## src/i2c_port_pkg.sv

```systemverilog
// Constants and types shared by the packet port and its buffer
package i2c_port_pkg;
    // Word address functions
    localparam logic [7:0] WA_RESET   = 8'h00;
    localparam logic [7:0] WA_SLEEP   = 8'h01;
    localparam logic [7:0] WA_IDLE    = 8'h02;
    localparam logic [7:0] WA_COMMAND = 8'h03;
    // Buffer sizes
    localparam int         IN_BYTES   = 84;
    localparam logic [6:0] IN_LIMIT   = 7'h54;
    localparam int         OUT_BYTES  = 35;
    localparam int         FIFO_DEPTH = 8;
    localparam int         BYTE_W     = 8;
    localparam logic [7:0] IDLE_BYTE  = 8'hFF;
    // Power-up answer block
    localparam logic [7:0] PU_COUNT   = 8'h04;
    localparam logic [5:0] PU_LEN     = 6'h04;
    localparam logic [7:0] PU_STATUS  = 8'h11;
    // Check bytes of the power-up block; arbitrary, the executor normally supplies them
    localparam logic [7:0] PU_CRC_LO  = 8'h00;
    localparam logic [7:0] PU_CRC_HI  = 8'h00;
    localparam logic [OUT_BYTES-1:0][7:0] PU_BUF =
        {{(8*(OUT_BYTES-4)){1'b0}}, PU_CRC_HI, PU_CRC_LO, PU_STATUS, PU_COUNT};
    // Wake timing at 25 MHz
    localparam int CLK_PERIOD_NS    = 40;
    localparam int WAKE_LOW_NS      = 60_000;
    localparam int WAKE_HIGH_NS     = 2_500_000;
    localparam int WAKE_LOW_CYCLES  = (WAKE_LOW_NS + CLK_PERIOD_NS - 1) / CLK_PERIOD_NS;
    localparam int WAKE_HIGH_CYCLES = (WAKE_HIGH_NS + CLK_PERIOD_NS - 1) / CLK_PERIOD_NS;
    localparam int WAKE_CNT_W       = 17;

    typedef enum logic [1:0] {MODE_AWAKE, MODE_BUSY, MODE_LOW, MODE_WAKE_HIGH} mode_t;
    typedef enum logic [2:0] {B_IDLE, B_RX, B_ACK, B_TX, B_MACK, B_WAIT} bus_t;
endpackage : i2c_port_pkg

```

## src/byte_fifo.sv

```systemverilog
// Small synchronous FIFO between the bus side and the command executor
`timescale 1ns/100ps
`default_nettype none
module byte_fifo #(
    parameter int WIDTH = 8,
    parameter int DEPTH = 8
) (
    input  wire logic             mclk,
    input  wire logic             rst_n,
    input  wire logic             inValid,
    input  wire logic [WIDTH-1:0] inData,
    output logic                  inReady,
    output logic                  outValid,
    output logic      [WIDTH-1:0] outData,
    input  wire logic             outReady
);
    localparam int AW = $clog2(DEPTH);

    typedef struct packed {
        logic [DEPTH-1:0][WIDTH-1:0] mem;
        logic [AW-1:0]               wrPtr;
        logic [AW-1:0]               rdPtr;
        logic [AW:0]                 fill;
    } fifo_t;

    fifo_t fifo_reg;
    fifo_t fifo_next;
    logic  push;
    logic  pop;

    assign inReady  = (fifo_reg.fill != (AW+1)'(DEPTH));
    assign outValid = (fifo_reg.fill != '0);
    assign outData  = fifo_reg.mem[fifo_reg.rdPtr];
    assign push     = inValid && inReady;
    assign pop      = outValid && outReady;

    always_comb begin
        fifo_next = fifo_reg;
        if (push) begin
            fifo_next.mem[fifo_reg.wrPtr] = inData;
            fifo_next.wrPtr = (fifo_reg.wrPtr == AW'(DEPTH-1)) ? '0 : fifo_reg.wrPtr + 1'b1;
        end
        if (pop) begin
            fifo_next.rdPtr = (fifo_reg.rdPtr == AW'(DEPTH-1)) ? '0 : fifo_reg.rdPtr + 1'b1;
        end
        fifo_next.fill = fifo_reg.fill + (AW+1)'(push) - (AW+1)'(pop);
    end

    always_ff @(posedge mclk) begin
        if (!rst_n) begin
            fifo_reg <= '0;
        end else begin
            fifo_reg <= fifo_next;
        end
    end
endmodule : byte_fifo
`default_nettype wire

```

## src/i2c_packet_port.sv

```systemverilog
// I2C slave packet port: word-address functions, input count, answer buffer and wake
`timescale 1ns/100ps
`default_nettype none
module i2c_packet_port
    import i2c_port_pkg::*;
#(
    parameter int WAKE_HIGH_CNT = WAKE_HIGH_CYCLES
) (
    input  wire logic       mclk,
    input  wire logic       rst_n,
    input  wire logic       sclIn,
    input  wire logic       sdaIn,
    output logic            sdaOut,
    output logic            sdaOe,
    input  wire logic [7:0] deviceSelect,
    output logic      [7:0] cmdData,
    output logic            cmdValid,
    input  wire logic       cmdReady,
    output logic            cmdStart,
    output logic            cmdAbort,
    input  wire logic       resWe,
    input  wire logic [7:0] resData,
    input  wire logic       execDone,
    output logic            busy,
    output logic            lowPower,
    output logic            volatileClear
);
    typedef struct packed {
        mode_t                       mode;
        bus_t                        bus;
        logic [3:0]                  bitCnt;
        logic [7:0]                  sh;
        logic                        rxIsAddr;
        logic                        isRead;
        logic                        firstByte;
        logic [7:0]                  wordAddr;
        logic [6:0]                  inCount;
        logic [7:0]                  declCount;
        logic [5:0]                  outPtr;
        logic [5:0]                  outLen;
        logic [5:0]                  resPtr;
        logic [OUT_BYTES-1:0][7:0]   outBuf;
        logic                        partialRd;
        logic                        readFlag;
        logic                        pendLow;
        logic                        pendKeep;
        logic                        masterAck;
        logic [WAKE_CNT_W-1:0]       wakeCnt;
        logic                        sdaOe;
        logic                        sclPrev;
        logic                        sdaPrev;
        logic                        cmdStart;
        logic                        cmdAbort;
        logic                        volatileClear;
    } port_t;

    port_t port_reg;
    port_t port_next;
    logic  pushNow;
    logic  fifoReady;
    logic  wordResetHit;
    logic  sclRise;
    logic  sclFall;
    logic  startCond;
    logic  stopCond;
    logic  ack;
    logic  loadNext;
    logic  [7:0] txByte;

    // Answer byte at the counter, or all ones past the valid end or during a partial read
    function automatic logic [7:0] answerByte(port_t s);
        if (s.partialRd || (s.outPtr >= s.outLen)) begin
            return IDLE_BYTE;
        end
        return s.outBuf[s.outPtr];
    endfunction : answerByte

    assign sclRise   = sclIn && !port_reg.sclPrev;
    assign sclFall   = !sclIn && port_reg.sclPrev;
    assign startCond = sclIn && port_reg.sclPrev && port_reg.sdaPrev && !sdaIn;
    assign stopCond  = sclIn && port_reg.sclPrev && !port_reg.sdaPrev && sdaIn;

    always_comb begin
        port_next = port_reg;
        pushNow = 1'b0;
        wordResetHit = 1'b0;
        ack = 1'b0;
        loadNext = 1'b0;
        txByte = answerByte(port_reg);
        port_next.sclPrev = sclIn;
        port_next.sdaPrev = sdaIn;
        port_next.cmdStart = 1'b0;
        port_next.cmdAbort = 1'b0;
        port_next.volatileClear = 1'b0;
        unique case (port_reg.mode)
            MODE_LOW: begin
                port_next.bus = B_IDLE;
                port_next.sdaOe = 1'b0;
                if (!sdaIn) begin
                    if (port_reg.wakeCnt != '1) begin
                        port_next.wakeCnt = port_reg.wakeCnt + 1'b1;
                    end
                end else if (port_reg.wakeCnt >= WAKE_CNT_W'(WAKE_LOW_CYCLES)) begin
                    port_next.mode = MODE_WAKE_HIGH;
                    port_next.wakeCnt = '0;
                end else begin
                    port_next.wakeCnt = '0;
                end
            end
            MODE_WAKE_HIGH: begin
                if (port_reg.wakeCnt >= WAKE_CNT_W'(WAKE_HIGH_CNT - 1)) begin
                    port_next.mode = MODE_AWAKE;
                    port_next.wakeCnt = '0;
                    port_next.bus = B_IDLE;
                end else begin
                    port_next.wakeCnt = port_reg.wakeCnt + 1'b1;
                end
            end
            MODE_AWAKE, MODE_BUSY: begin
                if (startCond) begin
                    port_next.bus = B_RX;
                    port_next.rxIsAddr = 1'b1;
                    port_next.bitCnt = '0;
                    port_next.sdaOe = 1'b0;
                end else if (stopCond) begin
                    port_next.bus = B_IDLE;
                    port_next.sdaOe = 1'b0;
                    if (port_reg.pendLow) begin
                        port_next.pendLow = 1'b0;
                        port_next.mode = MODE_LOW;
                        port_next.wakeCnt = '0;
                        if (!port_reg.pendKeep) begin
                            port_next.outBuf = PU_BUF;
                            port_next.outLen = PU_LEN;
                            port_next.outPtr = '0;
                            port_next.inCount = '0;
                            port_next.readFlag = 1'b0;
                            port_next.volatileClear = 1'b1;
                            port_next.cmdAbort = (port_reg.inCount != '0);
                        end
                    end else if (port_reg.mode == MODE_AWAKE && port_reg.inCount != '0
                                 && {1'b0, port_reg.inCount} >= port_reg.declCount) begin
                        port_next.mode = MODE_BUSY;
                        port_next.cmdStart = 1'b1;
                        port_next.resPtr = '0;
                    end
                end else begin
                    unique case (port_reg.bus)
                        B_IDLE, B_WAIT: begin
                        end
                        B_RX: begin
                            if (sclRise) begin
                                port_next.sh = {port_reg.sh[6:0], sdaIn};
                                port_next.bitCnt = port_reg.bitCnt + 1'b1;
                            end else if (sclFall && port_reg.bitCnt == 4'h8) begin
                                port_next.bitCnt = '0;
                                if (port_reg.rxIsAddr) begin
                                    port_next.rxIsAddr = 1'b0;
                                    // refuse unless awake and not busy
                                    ack = (port_reg.sh[7:1] == deviceSelect[7:1])
                                          && port_reg.mode == MODE_AWAKE;
                                    if (ack) begin
                                        port_next.isRead = port_reg.sh[0];
                                        if (port_reg.sh[0]) begin
                                            port_next.partialRd = (port_reg.inCount != '0);
                                        end else begin
                                            port_next.firstByte = 1'b1;
                                            if (port_reg.readFlag) begin
                                                port_next.outPtr = '0;
                                                port_next.readFlag = 1'b0;
                                            end
                                        end
                                    end
                                end else if (port_reg.firstByte) begin
                                    port_next.firstByte = 1'b0;
                                    port_next.wordAddr = port_reg.sh;
                                    ack = 1'b1;
                                    unique case (port_reg.sh)
                                        WA_RESET: begin
                                            wordResetHit = 1'b1;
                                            port_next.outPtr = '0;
                                            port_next.readFlag = 1'b0;
                                            port_next.inCount = '0;
                                            port_next.cmdAbort = (port_reg.inCount != '0);
                                        end
                                        WA_SLEEP: begin
                                            port_next.pendLow = 1'b1;
                                            port_next.pendKeep = 1'b0;
                                        end
                                        WA_IDLE: begin
                                            port_next.pendLow = 1'b1;
                                            port_next.pendKeep = 1'b1;
                                        end
                                        default: begin
                                        end
                                    endcase
                                end else if (port_reg.wordAddr == WA_COMMAND && fifoReady
                                             && port_reg.inCount < IN_LIMIT
                                             && (port_reg.inCount == '0
                                                 || {1'b0, port_reg.inCount}
                                                    < port_reg.declCount)) begin
                                    ack = 1'b1;
                                    pushNow = 1'b1;
                                    if (port_reg.inCount == '0) begin
                                        port_next.declCount = port_reg.sh;
                                    end
                                    port_next.inCount = port_reg.inCount + 1'b1;
                                end
                                port_next.sdaOe = ack;
                                port_next.bus = ack ? B_ACK : B_WAIT;
                            end
                        end
                        B_ACK: begin
                            if (sclFall) begin
                                port_next.sdaOe = 1'b0;
                                if (port_reg.isRead) begin
                                    loadNext = 1'b1;
                                end else begin
                                    port_next.bus = B_RX;
                                    port_next.bitCnt = '0;
                                end
                            end
                        end
                        B_TX: begin
                            if (sclFall) begin
                                if (port_reg.bitCnt == 4'h8) begin
                                    port_next.sdaOe = 1'b0;
                                    port_next.bus = B_MACK;
                                end else begin
                                    port_next.sh = {port_reg.sh[6:0], 1'b1};
                                    port_next.sdaOe = !port_reg.sh[6];
                                    port_next.bitCnt = port_reg.bitCnt + 1'b1;
                                end
                            end
                        end
                        B_MACK: begin
                            if (sclRise) begin
                                port_next.masterAck = !sdaIn;
                            end else if (sclFall) begin
                                if (port_reg.masterAck) begin
                                    loadNext = 1'b1;
                                end else begin
                                    port_next.bus = B_WAIT;
                                end
                            end
                        end
                    endcase
                end
                // next byte, counter stops at end
                if (loadNext) begin
                    port_next.sh = txByte;
                    port_next.sdaOe = !txByte[7];
                    port_next.bitCnt = 4'h1;
                    port_next.bus = B_TX;
                    port_next.readFlag = 1'b1;
                    if (!port_reg.partialRd && port_reg.outPtr < port_reg.outLen) begin
                        port_next.outPtr = port_reg.outPtr + 1'b1;
                    end
                end
                if (port_reg.mode == MODE_BUSY) begin
                    if (resWe && port_reg.resPtr < 6'(OUT_BYTES)) begin
                        port_next.outBuf[port_reg.resPtr] = resData;
                        port_next.resPtr = port_reg.resPtr + 1'b1;
                    end
                    if (execDone) begin
                        port_next.mode = MODE_AWAKE;
                        port_next.outLen = port_next.resPtr;
                        port_next.outPtr = '0;
                        port_next.inCount = '0;
                        port_next.readFlag = 1'b0;
                    end
                end
            end
        endcase
    end

    // power-up answer; device starts asleep until woken
    always_ff @(posedge mclk) begin
        if (!rst_n) begin
            port_reg <= '0;
            port_reg.mode <= MODE_LOW;
            port_reg.outBuf <= PU_BUF;
            port_reg.outLen <= PU_LEN;
            port_reg.sclPrev <= 1'b1;
            port_reg.sdaPrev <= 1'b1;
        end else begin
            port_reg <= port_next;
        end
    end

    // Full buffer refuses the byte, so the host sees back-pressure as a no-acknowledge
    byte_fifo #(
        .WIDTH (BYTE_W),
        .DEPTH (FIFO_DEPTH)
    ) u_fifo (
        .mclk     (mclk),
        .rst_n    (rst_n),
        .inValid  (pushNow),
        .inData   (port_reg.sh),
        .inReady  (fifoReady),
        .outValid (cmdValid),
        .outData  (cmdData),
        .outReady (cmdReady)
    );

    assign sdaOut        = 1'b0;
    assign sdaOe         = port_reg.sdaOe;
    assign cmdStart      = port_reg.cmdStart;
    assign cmdAbort      = port_reg.cmdAbort;
    assign busy          = (port_reg.mode == MODE_BUSY);
    assign lowPower      = (port_reg.mode == MODE_LOW) || (port_reg.mode == MODE_WAKE_HIGH);
    assign volatileClear = port_reg.volatileClear;
endmodule : i2c_packet_port
`default_nettype wire

```

## config.mk

```make
export PLATFORM = sky130hd
export DESIGN_NAME = i2c_packet_port
export DESIGN_NICKNAME = d
export VERILOG_FILES = /design/src/i2c_port_pkg.sv /design/src/byte_fifo.sv /design/src/i2c_packet_port.sv
export SDC_FILE = /design/constraint.sdc
export NUM_CORES = 1
export LEC_CHECK = 0
export BUFFER_PORTS_ARGS = -buffer_cell sky130_fd_sc_hd__buf_4
export CORE_MARGIN = 10
export CORE_UTILIZATION = 54
export CTS_CLUSTER_DIAMETER = 120
export DETAILED_ROUTE_END_ITERATION = 7
export PLACE_DENSITY = 0.81
export SLEW_MARGIN = 20
export SYNTH_ARGS = -nofsm -noshare
export SYNTH_HDL_FRONTEND = slang
export SYNTH_SLANG_ARGS = --single-unit
```

## constraint.sdc

```tcl
create_clock -name mclk -period 8.2 [get_ports mclk]
set_input_delay 2.05 -clock mclk [delete_from_list [all_inputs] [get_ports mclk]]
set_output_delay 2.05 -clock mclk [all_outputs]
set_load 0.02 [all_outputs]
```

-- Word-level counts from Yosys, hierarchy flattened
Index checks and enable logic that the tools add are counted.
- bits in registers: 443
- bits of input ports: 23
- output and inout port bits: 16
- logic and storage cells: 392
- add/sub/neg operators: 9
- $lt $le $gt $ge: 14
- equality and inequality tests: 70
- mux-type cells: 165
- bitwise operators: 4
- reductions and logical operators: 59
- operators with widths (operator ; count):
    $mux 345 ; 2
    $mux 280 ; 2
    $mux 298 ; 1
    $mux 292 ; 1
    $mux 286 ; 1
    $bwmux 280 ; 1
    $mux 32 ; 3
    $mux 8 ; 12
    $mux 17 ; 5
    $mux 7 ; 11
    $mux 6 ; 11
    $bwmux 64 ; 1
    $mux 15 ; 4
    $mux 1 ; 58
    $ne 6x6->1 const B ; 9
    $pmux 17 s3 ; 1
    $bmux 8 s6 ; 1
    $demux 8 s6 ; 1
    $mux 12 ; 4
    $mux 23 ; 2
    $reduce_and 8->1 ; 5
    $ne 2x2->1 const B ; 19
    $mux 2 ; 17
    $mux 3 ; 10
    other kinds (73) ; 139

-- Depth between registers and ports, before layout
Gate-level depths: netlist (run 1).
- depth in word-level cells: 24
- depth in mapped cells: 14

-- Cells and area by module
Synthesis (run 1) repeated with hierarchy kept, for this count alone.
- cells, all modules: 2298
- area total of the unflattened synthesis: 21075.2 um2
- modules (own cells, without submodules) (module ; instances ; cells each ; area an instance (um2) ; seq. area each (um2)):
    i2c_packet_port ; 1 ; 1979 ; 17621.9 ; 7387.1
    byte_fifo ; 1 ; 319 ; 3453.3 ; 1481.4

-- Least setup slack after synthesis (run 1)
No wires, ideal clock.
- kind: input to register
- start point: in sclIn
- end point: reg u_fifo.fifo_reg[2] in the netlist's numbering
- setup time: 0.128 ns
- arrival: 3.994 ns
- data required time: 8.072 ns
- path slack: 4.079 ns
- cell stages on the path: 12
- buffers on the path: 2
- cells stage by stage: nand2b_1 or3_1 buf_6 nor2_8 nand4_4 buf_2 inv_1 ha_1 inv_1 fa_1 xor2_1 nor2_1
- word-level cells in the longest chain between the ends: 12
- ends and longest elaborated chain (item ; line ; RTL):
    start, declared ; i2c_packet_port.sv:11 ; input wire logic sclIn,
    $logic_not 1->1 ; i2c_packet_port.sv:79 ; assign sclFall = !sclIn && port_reg.sclPrev;
    $logic_and 1x1->1 ; i2c_packet_port.sv:79 ;
    $logic_and 1x1->1 ; i2c_packet_port.sv:155 ; end else if (sclFall && port_reg.bitCnt == 4'h8) begin
    $mux 1 ; i2c_packet_port.sv:155 ;
    $mux 1 ; i2c_packet_port.sv:152 ; if (sclRise) begin
    $mux 1 ; i2c_packet_port.sv:148 ; unique case (port_reg.bus)
    $mux 1 ; i2c_packet_port.sv:125 ; end else if (stopCond) begin
    $mux 1 * ; i2c_packet_port.sv:120 ; if (startCond) begin
    $mux 1 * ; i2c_packet_port.sv:95 ; unique case (port_reg.mode)
    $logic_and 1x1->1 * ; byte_fifo.sv:34 ; assign push = inValid && inReady;
    via u_fifo.push ; byte_fifo.sv:28 ; logic push;
    $add 4x1->4 * ; byte_fifo.sv:46 ; fifo_next.fill = fifo_reg.fill + (AW+1)'(push) - (AW+1)'(pop);
    $sub 4x1->4 * ; byte_fifo.sv:46 ;
    end signal, assigned ; byte_fifo.sv:53 ; fifo_reg <= fifo_next;
    end, declared ; byte_fifo.sv:26 ; fifo_t fifo_reg;
The timed path passes the listed nets; every way through them passes the cells marked *.
A chain may end at the register's enable or synchronous reset.

-- Worst setup path after layout (run 1)
- start point: reg u_fifo.fifo_reg[5] in the netlist's numbering
- end point: out cmdData[4]
- word-level cells in the longest chain between the ends: 2
- ends and longest elaborated chain (item ; line ; RTL):
    $bmux 8 s3 ; byte_fifo.sv:33 ; assign outData = fifo_reg.mem[fifo_reg.rdPtr];
    $mux 8 (not written as such) ; byte_fifo.sv:33 ;
    end, declared ; i2c_packet_port.sv:16 ; output logic [7:0] cmdData,
No other way between the ends. The select of a mux whose other input is x is not followed.

==> results of run 1 <==
==> metrics by stage <==
stage	hold slack (ns)	instances	util [%]	setup slack [ns]
6_report	0.453	2941	59.3	3.47
5_1_grt	0.475	2941	59.3	3.34
4_1_cts	0.453	2941	59.3	3.43
3_5_place_dp	0.444	2856	55.1	3.49
3_3_place_gp	0.439	2856	55.1	3.52
2_1_floorplan	0.432	2488	-	4.08
==> placed cells by master, fill, tap and decap left out, types with 8 or more instances in the layout <==
master and instances:
bufinv_16 8, or3_1 17, buf_4 50, a22oi_1 44, nand2b_1 15, nand3b_1 26, mux2_2 11, nor3_2 10
a21oi_1 271, o21ai_0 50, and3_1 16, nand4_1 13, ha_1 32, clkinv_2 9, nor3_1 28, inv_1 39
and2_1 17, or2_2 8, nand4b_1 8, mux4_2 91, nand3_1 249, nor3b_1 8, clkbuf_16 49, nor2b_1 8
xor2_1 16, mux2i_1 117, nand2_1 395, nor2_1 181, clkbuf_1 9, xnor2_1 15, a31oi_1 18, a211oi_1 10
dfxtp_1 440
==> kinds of logic after synthesis <==
kind of cell	after synthesis	synth area share, %
other cells	1	0.0174
flops	443	41.1
fa+ha+maj	33	1.95
xor+xnor	31	1.26
compound gates	478	13.1
mux	219	15.5
simple gates	1034	22.6
buf+inv	249	4.54
==> cells in the mapped netlist (16+ instances only) <==
cell | count | area (um^2)
mux4_2 | 91 | 2050
nand3_1 | 249 | 1250
buf_2 | 19 | 95.1
ha_1 | 32 | 400
xor2_1 | 16 | 140
clkbuf_1 | 159 | 597
and2_1 | 17 | 106
or3_1 | 17 | 106
a21oi_1 | 271 | 1360
nand2_1 | 396 | 1490
a22oi_1 | 44 | 330
and3_1 | 16 | 100
inv_1 | 39 | 146
nand3b_1 | 26 | 195
nor2_1 | 181 | 679
dfxtp_1 | 443 | 8870
a31oi_1 | 18 | 113
buf_1 | 26 | 97.6
mux2i_1 | 117 | 1170
nor3_1 | 28 | 140
o21ai_0 | 50 | 250
==> worst register-to-register path: cells and delay by family, from the launching register on <==
kind               cells  cell delay (ns)
and+or+nand+nor        4             2.01
AOI/OAI and AO/OA      2             0.73
DFF                    1             0.68
==> where the power goes <==
part	switching (mW)	internal (mW)
Combinational	0.133	0.0767
Sequential	0.0321	2.16
Clock	0.907	1.39
==> final cells by class <==
type | instances | area share (%)
timing repair buffer | 51 | 1.68
tap | 525 | 2.79
clock inverter | 23 | 1.47
clock buffer | 62 | 5.59
multi-input combinational | 1796 | 50.0
sequential | 443 | 37.7
inverter | 41 | 0.686
==> layer usage <==
| layer | routed length (um) | track usage (%) | vias up |
|---|---|---|---|
| met3 | 5610 | 5.22 | 200 |
| met1 | 23800 | 30.3 | 9097 |
| met2 | 28200 | 39.6 | 884 |
| met5 | 17 | 0 | - |
| li1 | - | - | 8644 |
| met4 | 2500 | 11.3 | 2 |
==> worst min-delay path by stage <==
stage	endpoint	slack [ns]	cells after the start
2_1_floorplan	u_fifo.fifo_reg[50]$_SDFFE_PN0P_	0.43	2
3_3_place_gp	u_fifo.fifo_reg[59]$_SDFFE_PN0P_	0.44	2
3_5_place_dp	u_fifo.fifo_reg[51]$_SDFFE_PN0P_	0.44	2
4_1_cts	u_fifo.fifo_reg[51]$_SDFFE_PN0P_	0.45	2
5_1_grt	u_fifo.fifo_reg[14]$_SDFFE_PN0P_	0.47	2
6_report	u_fifo.fifo_reg[51]$_SDFFE_PN0P_	0.45	2
==> impl_results.md, run 1 <==
* Area of the mapped netlist at 21600 um^2
* Remaining DRCs at 0
* Initial core utilization at 54.5%
* Delay contributed by the slowest stage of the critical path at just over 1 ns
* Crit path capture type: output port
* Num CTS Buffers at 47
* Worst hold path type: reg -> reg
* Flip-flop cell with the highest count after synthesis: dfxtp_1
* Total number of vias at 18800
* Number of levels the H-tree was split into at 2
* Average cell area after synthesis at 8.68 um^2
* Flip-flop count of the largest register, all copies and words added at about 370
* Relative max-transition margin at 26.3%
* Cell area after placement at 21800 um^2
* Clk sinks at 443
* Count of flip-flops with a built-in enable after synthesis at 0
* Part of the Yosys area used for sequential elements at 41.1%
* Fraction of synthesis flops using an asynchronous set or reset pin at 0%
* Share of the clock period used by the worst path at 57.6%
* Chain of cells forming the critical path: mux4_2, mux2_2, buf_4
* Antenna cells at 0
* Pins over their slew limit at 0
* Unrepaired setup endpoints after global routing: false
* Worst setup path endpoint: cmdData[4]
* Final wirelength at 60100 um
* Number of search-and-repair iterations in the first detailed-routing pass at 6
* Pin slew with the least headroom to its limit at 1.10 ns
* Number of inserted filler cells in the final layout at 3341
* TritonCTS clock tree: done
* Initial antenna violation count at 2
* Buffer and inverter count on the worst path at 1
* Maxcap violations at 0
* Final HPWL DP at ~38000 um
* Power density over the cells at 200 nW/um^2
* Detail Route Antenna Nets at 0
* Routability Congestion at 0.933
* Largest net degree at the start of global routing at 215
* Remaining global-route overflow at 0
* Cell at the slowest stage of the critical path: dfxtp_1
* Cells on worst reg2reg path at 6
* Worst setup startpoint: u_fifo.fifo_reg[5]$_SDFFE_PN0P_
* Count of endpoints failing hold in the final timing report at 0
* Register-to-register path setup slack at around 4.6 ns
* Maximum vdd drop at 0.151 mV
* Floorplan die height at 220 um
* PnR Total Power at 4.70 mW
* Max Clock Freq at between 200 and 250 MHz
* Clock input transition at the sequential cells of the worst setup and hold paths at 0.06 ns
* Vias in the first global route at 18400
* Net Count, Synth at 2544
* Number of flip-flops and latches in the synthesized netlist at between 400 and 500
* Cell family with most CP delay: flip-flops
* Unique cell type count in the Yosys netlist at 84
* Maximum clock insertion buffer count at 3
* Setup total negative slack at 0 ns
* Post CTS Setup Buffer Count at 0
* First-pass GRT wire length at about 96000 um
* Synthesis-to-layout area growth at 8.87%
* Final instance area at 23500 um^2
* Critical Path RT at 6.15 ns
* Ratio of cells with drive above 1 in the final layout at 11.2%
* Post-CTS sizing at 0
* CP Max Fanout at 18
* Area inside the core boundary at 39600 um^2
* R2R Path End: port_reg[171]$_SDFFE_PN0N_
* Beginning of the worst hold path: u_fifo.fifo_reg[51]$_SDFFE_PN0P_
* First DRT Iteration DRCs at approximately 2100
* Leak at 7.74 nW
* Vias per std cell at about 6.4
* Horizontal die dimension at around 220 um
* Path type of the worst setup path: reg -> out
* Cell Rows at 73
* Final setup violation count at 0
* Fin nets at 2436
* Total I/O pin count at 39
* Worst reg2reg startpoint: port_reg[367]$_SDFFE_PN0P_
* Clock latency reported for the late side of the worst-skew pair at 0.59 ns
* Global router's overall resource usage at around 24%
* Clock skew at 0.0139 ns
* Register Area at slightly below 9000 um^2
* CTS hold repair buffers at 0
* Kind of launch point of the worst setup path: flip-flop
* Worst endpoint data arrival time at 2.68 ns
* Routed WL per cell at around 20 um
* Number of buffer cells added on primary ports at 36
* Final min period at between 4 and 5 ns
* CTS Root Cell: clkbuf_16
* Run status: complete, no violations
* Area used by multi-input combinational logic at 11800 um^2
* Stages on the worst setup path at 3
* Die footprint at roughly 48000 um^2
* Number of warning messages in the yosys log at 0
* Cell count after synthesis at between 2000 and 2500
(Power assumes the default switching activity.)
==> run 2: changes to the inputs <==
- clock period: 8.2 -> 4.6 ns (I/O delays scaled with it)
==> impl_results.md, run 2 (synthesis results as in run 1) <==
* Final setup violation count at 0 (unchanged)
* TritonCTS clock tree: done
* Routability Congestion at 0.955 (+2.3%)
* Vias in the first global route at 18000 (-2.1%)
* Vias per std cell at 6.31 (-1.4%)
* Clock input transition at the sequential cells of the worst setup and hold paths at 0.06 ns (about the same)
* Number of levels the H-tree was split into at 2 (unchanged)
* Relative max-transition margin at 25.1% (-1.2 points)
* Count of endpoints failing hold in the final timing report at 0 (unchanged)
* Core Util, Final at 59.1% (-0.21 points)
* Initial core utilization at 54.5% (unchanged)
* Path type of the worst setup path: reg -> out
* Top library cells by usage in the layout, fill and taps aside: dfxtp_1 (441), nand2_1 (395), a21oi_1 (271)
* Area used by multi-input combinational logic at 11800 um^2 (unchanged)
* Worst endpoint data arrival time at 2.63 ns (-0.05 ns)
* Kind of launch point of the worst setup path: flip-flop
* Unrepaired setup endpoints after global routing: false
* Detail Route Antenna Nets at 0 (unchanged)
* Cell area after placement at 21900 um^2 (+0.26%)
* Number of search-and-repair iterations in the first detailed-routing pass at 6 (unchanged)
* First-pass GRT wire length at 94000 um (-2.5%)
* Maximum vdd drop at 0.281 mV (+87%)
* PnR Total Power at 8.05 mW (+71%)
* Cell Rows at 73 (unchanged)
* Clock skew at 0.0203 ns (+0.00649 ns)
* Worst hold path type: reg -> reg
* Maximum clock insertion buffer count at 3 (unchanged)
* Leak at 7.71 nW (-0.38%)
* Max Clock Freq at 265 MHz
* Run status: complete, no violations
* Remaining DRCs at 0 (unchanged)
* Critical Path RT at 3.45 ns (-2.70 ns)
* Share of the clock period used by the worst path at between 80 and 90%
* Final HPWL DP at 38200 um (+0.82%)
* Worst Setup Slack, final at 0.821 ns (-2.65 ns)
* Floorplan die height at 220 um (unchanged)
* Routed WL per cell at 19.8 um (-3.0%)
* Flip-flop count of the largest register, all copies and words added at 365 (unchanged)
* Maxcap violations at 0 (unchanged)
* Post-CTS sizing at 0 (unchanged)
* Total I/O pin count at 39 (unchanged)
* First DRT Iteration DRCs at 2272 (+9.0%)
* Fin nets at 2442 (+0.25%)
* Worst slack after detailed placement at 0.825 ns (-2.66 ns)
* Pin slew with the least headroom to its limit at 1.12 ns (+0.0133 ns)
* Clk sinks at 443 (unchanged)
* Post CTS Setup Buffer Count at 0 (unchanged)
* Final min period at 3.78 ns
* Register Area at 8880 um^2 (about the same)
* Area inside the core boundary at 39600 um^2 (unchanged)
* Ratio of cells with drive above 1 in the final layout at 11.2% (-0.051 points)
* Clock latency reported for the late side of the worst-skew pair at 0.59 ns (about the same)
* Num CTS Buffers at 46 (-2.1%)
* Most common cell after layout, fill and taps aside: dfxtp_1
* Largest net degree at the start of global routing at 177 (-18%)
* CTS Root Cell: clkbuf_16
* Remaining global-route overflow at 0 (unchanged)
* Final wirelength at 58400 um (-2.9%)
* Setup total negative slack at 0 ns (unchanged)
* Crit path capture type: output port
* Power density over the cells at 343 nW/um^2 (+72%)
* Total number of vias at 18600 (-1.3%)
* Synthesis-to-layout area growth at 8.50%
* Pins over their slew limit at 0 (unchanged)
* Number of buffer cells added on primary ports at 36 (unchanged)
* Global router's overall resource usage at 23.6% (-0.73 points)
* CTS hold repair buffers at 0 (unchanged)
* Initial antenna violation count at 1 (-1)
* Final instance area at 23400 um^2 (-0.35%)
* CP Max Fanout at 16 (-2)
* Horizontal die dimension at 220 um (unchanged)
* Number of inserted filler cells in the final layout at 3355 (+0.42%)
* Die footprint at 48400 um^2 (unchanged)
[run 2: cell count changes in the layout (fill, tap and decap cells not counted), sizes merged]
cell / delta
clkinv: -5
buf: +7
bufinv: -5
inv: -1
clkinvlp: -2
diode: +1
clkbuf: +8
[run 2: final cells by class]
cell class                      instances  area share [%]
Tap cell                              525            2.80
Inverter                               41           0.689
Clock inverter                         10           0.593
Clock buffer                           70            5.81
Antenna cell                            1          0.0107
Sequential cell                       443            37.9
Multi-Input combinational cell       1796            50.2
Timing Repair Buffer                   58            2.02
[run 2: worst max-delay path, cell delays in order, from the launching register on]
cell and delay (ns):
dfxtp_1 0.95, mux4_2 0.62, mux2_2 0.30, buf_4 0.16
[run 2: metrics by stage]
step / cells / hold WS, ns
3_5_place_dp: 2862 / 0.447
6_report: 2944 / 0.459
4_1_cts: 2942 / 0.458
5_1_grt: 2943 / 0.483
3_3_place_gp: 2862 / 0.439
2_1_floorplan: 2488 / 0.432
[run 2: where the power goes]
part           switching (mW)  total, mW  internal (mW)
sequential             0.0542       3.91           3.86
combinational           0.234      0.377          0.143
clock                    1.56       3.76           2.20
[run 2: final timing paths]
kind / start / end / slack (ns) / cells after the start
max: u_fifo.fifo_reg[5]$_SDFFE_PN0P_ / cmdData[7] / 0.82 / 3
min: u_fifo.fifo_reg[35]$_SDFFE_PN0P_ / u_fifo.fifo_reg[35]$_SDFFE_PN0P_ / 0.46 / 2
max reg2reg: port_reg[339]$_SDFFE_PN0N_ / u_fifo.fifo_reg[22]$_SDFFE_PN0P_ / 1.28 / 7
min reg2reg: u_fifo.fifo_reg[35]$_SDFFE_PN0P_ / u_fifo.fifo_reg[35]$_SDFFE_PN0P_ / 0.46 / 2
[run 2: per-layer routing]
metal  vias up  track usage [%]  part of all wire, %
li1       8632                -                    -
met1      8975             29.5                   40
met2       840             39.3                   48
met3       133             4.91                  9.0
met4         0             8.88                  3.2
met5         -                0                    0
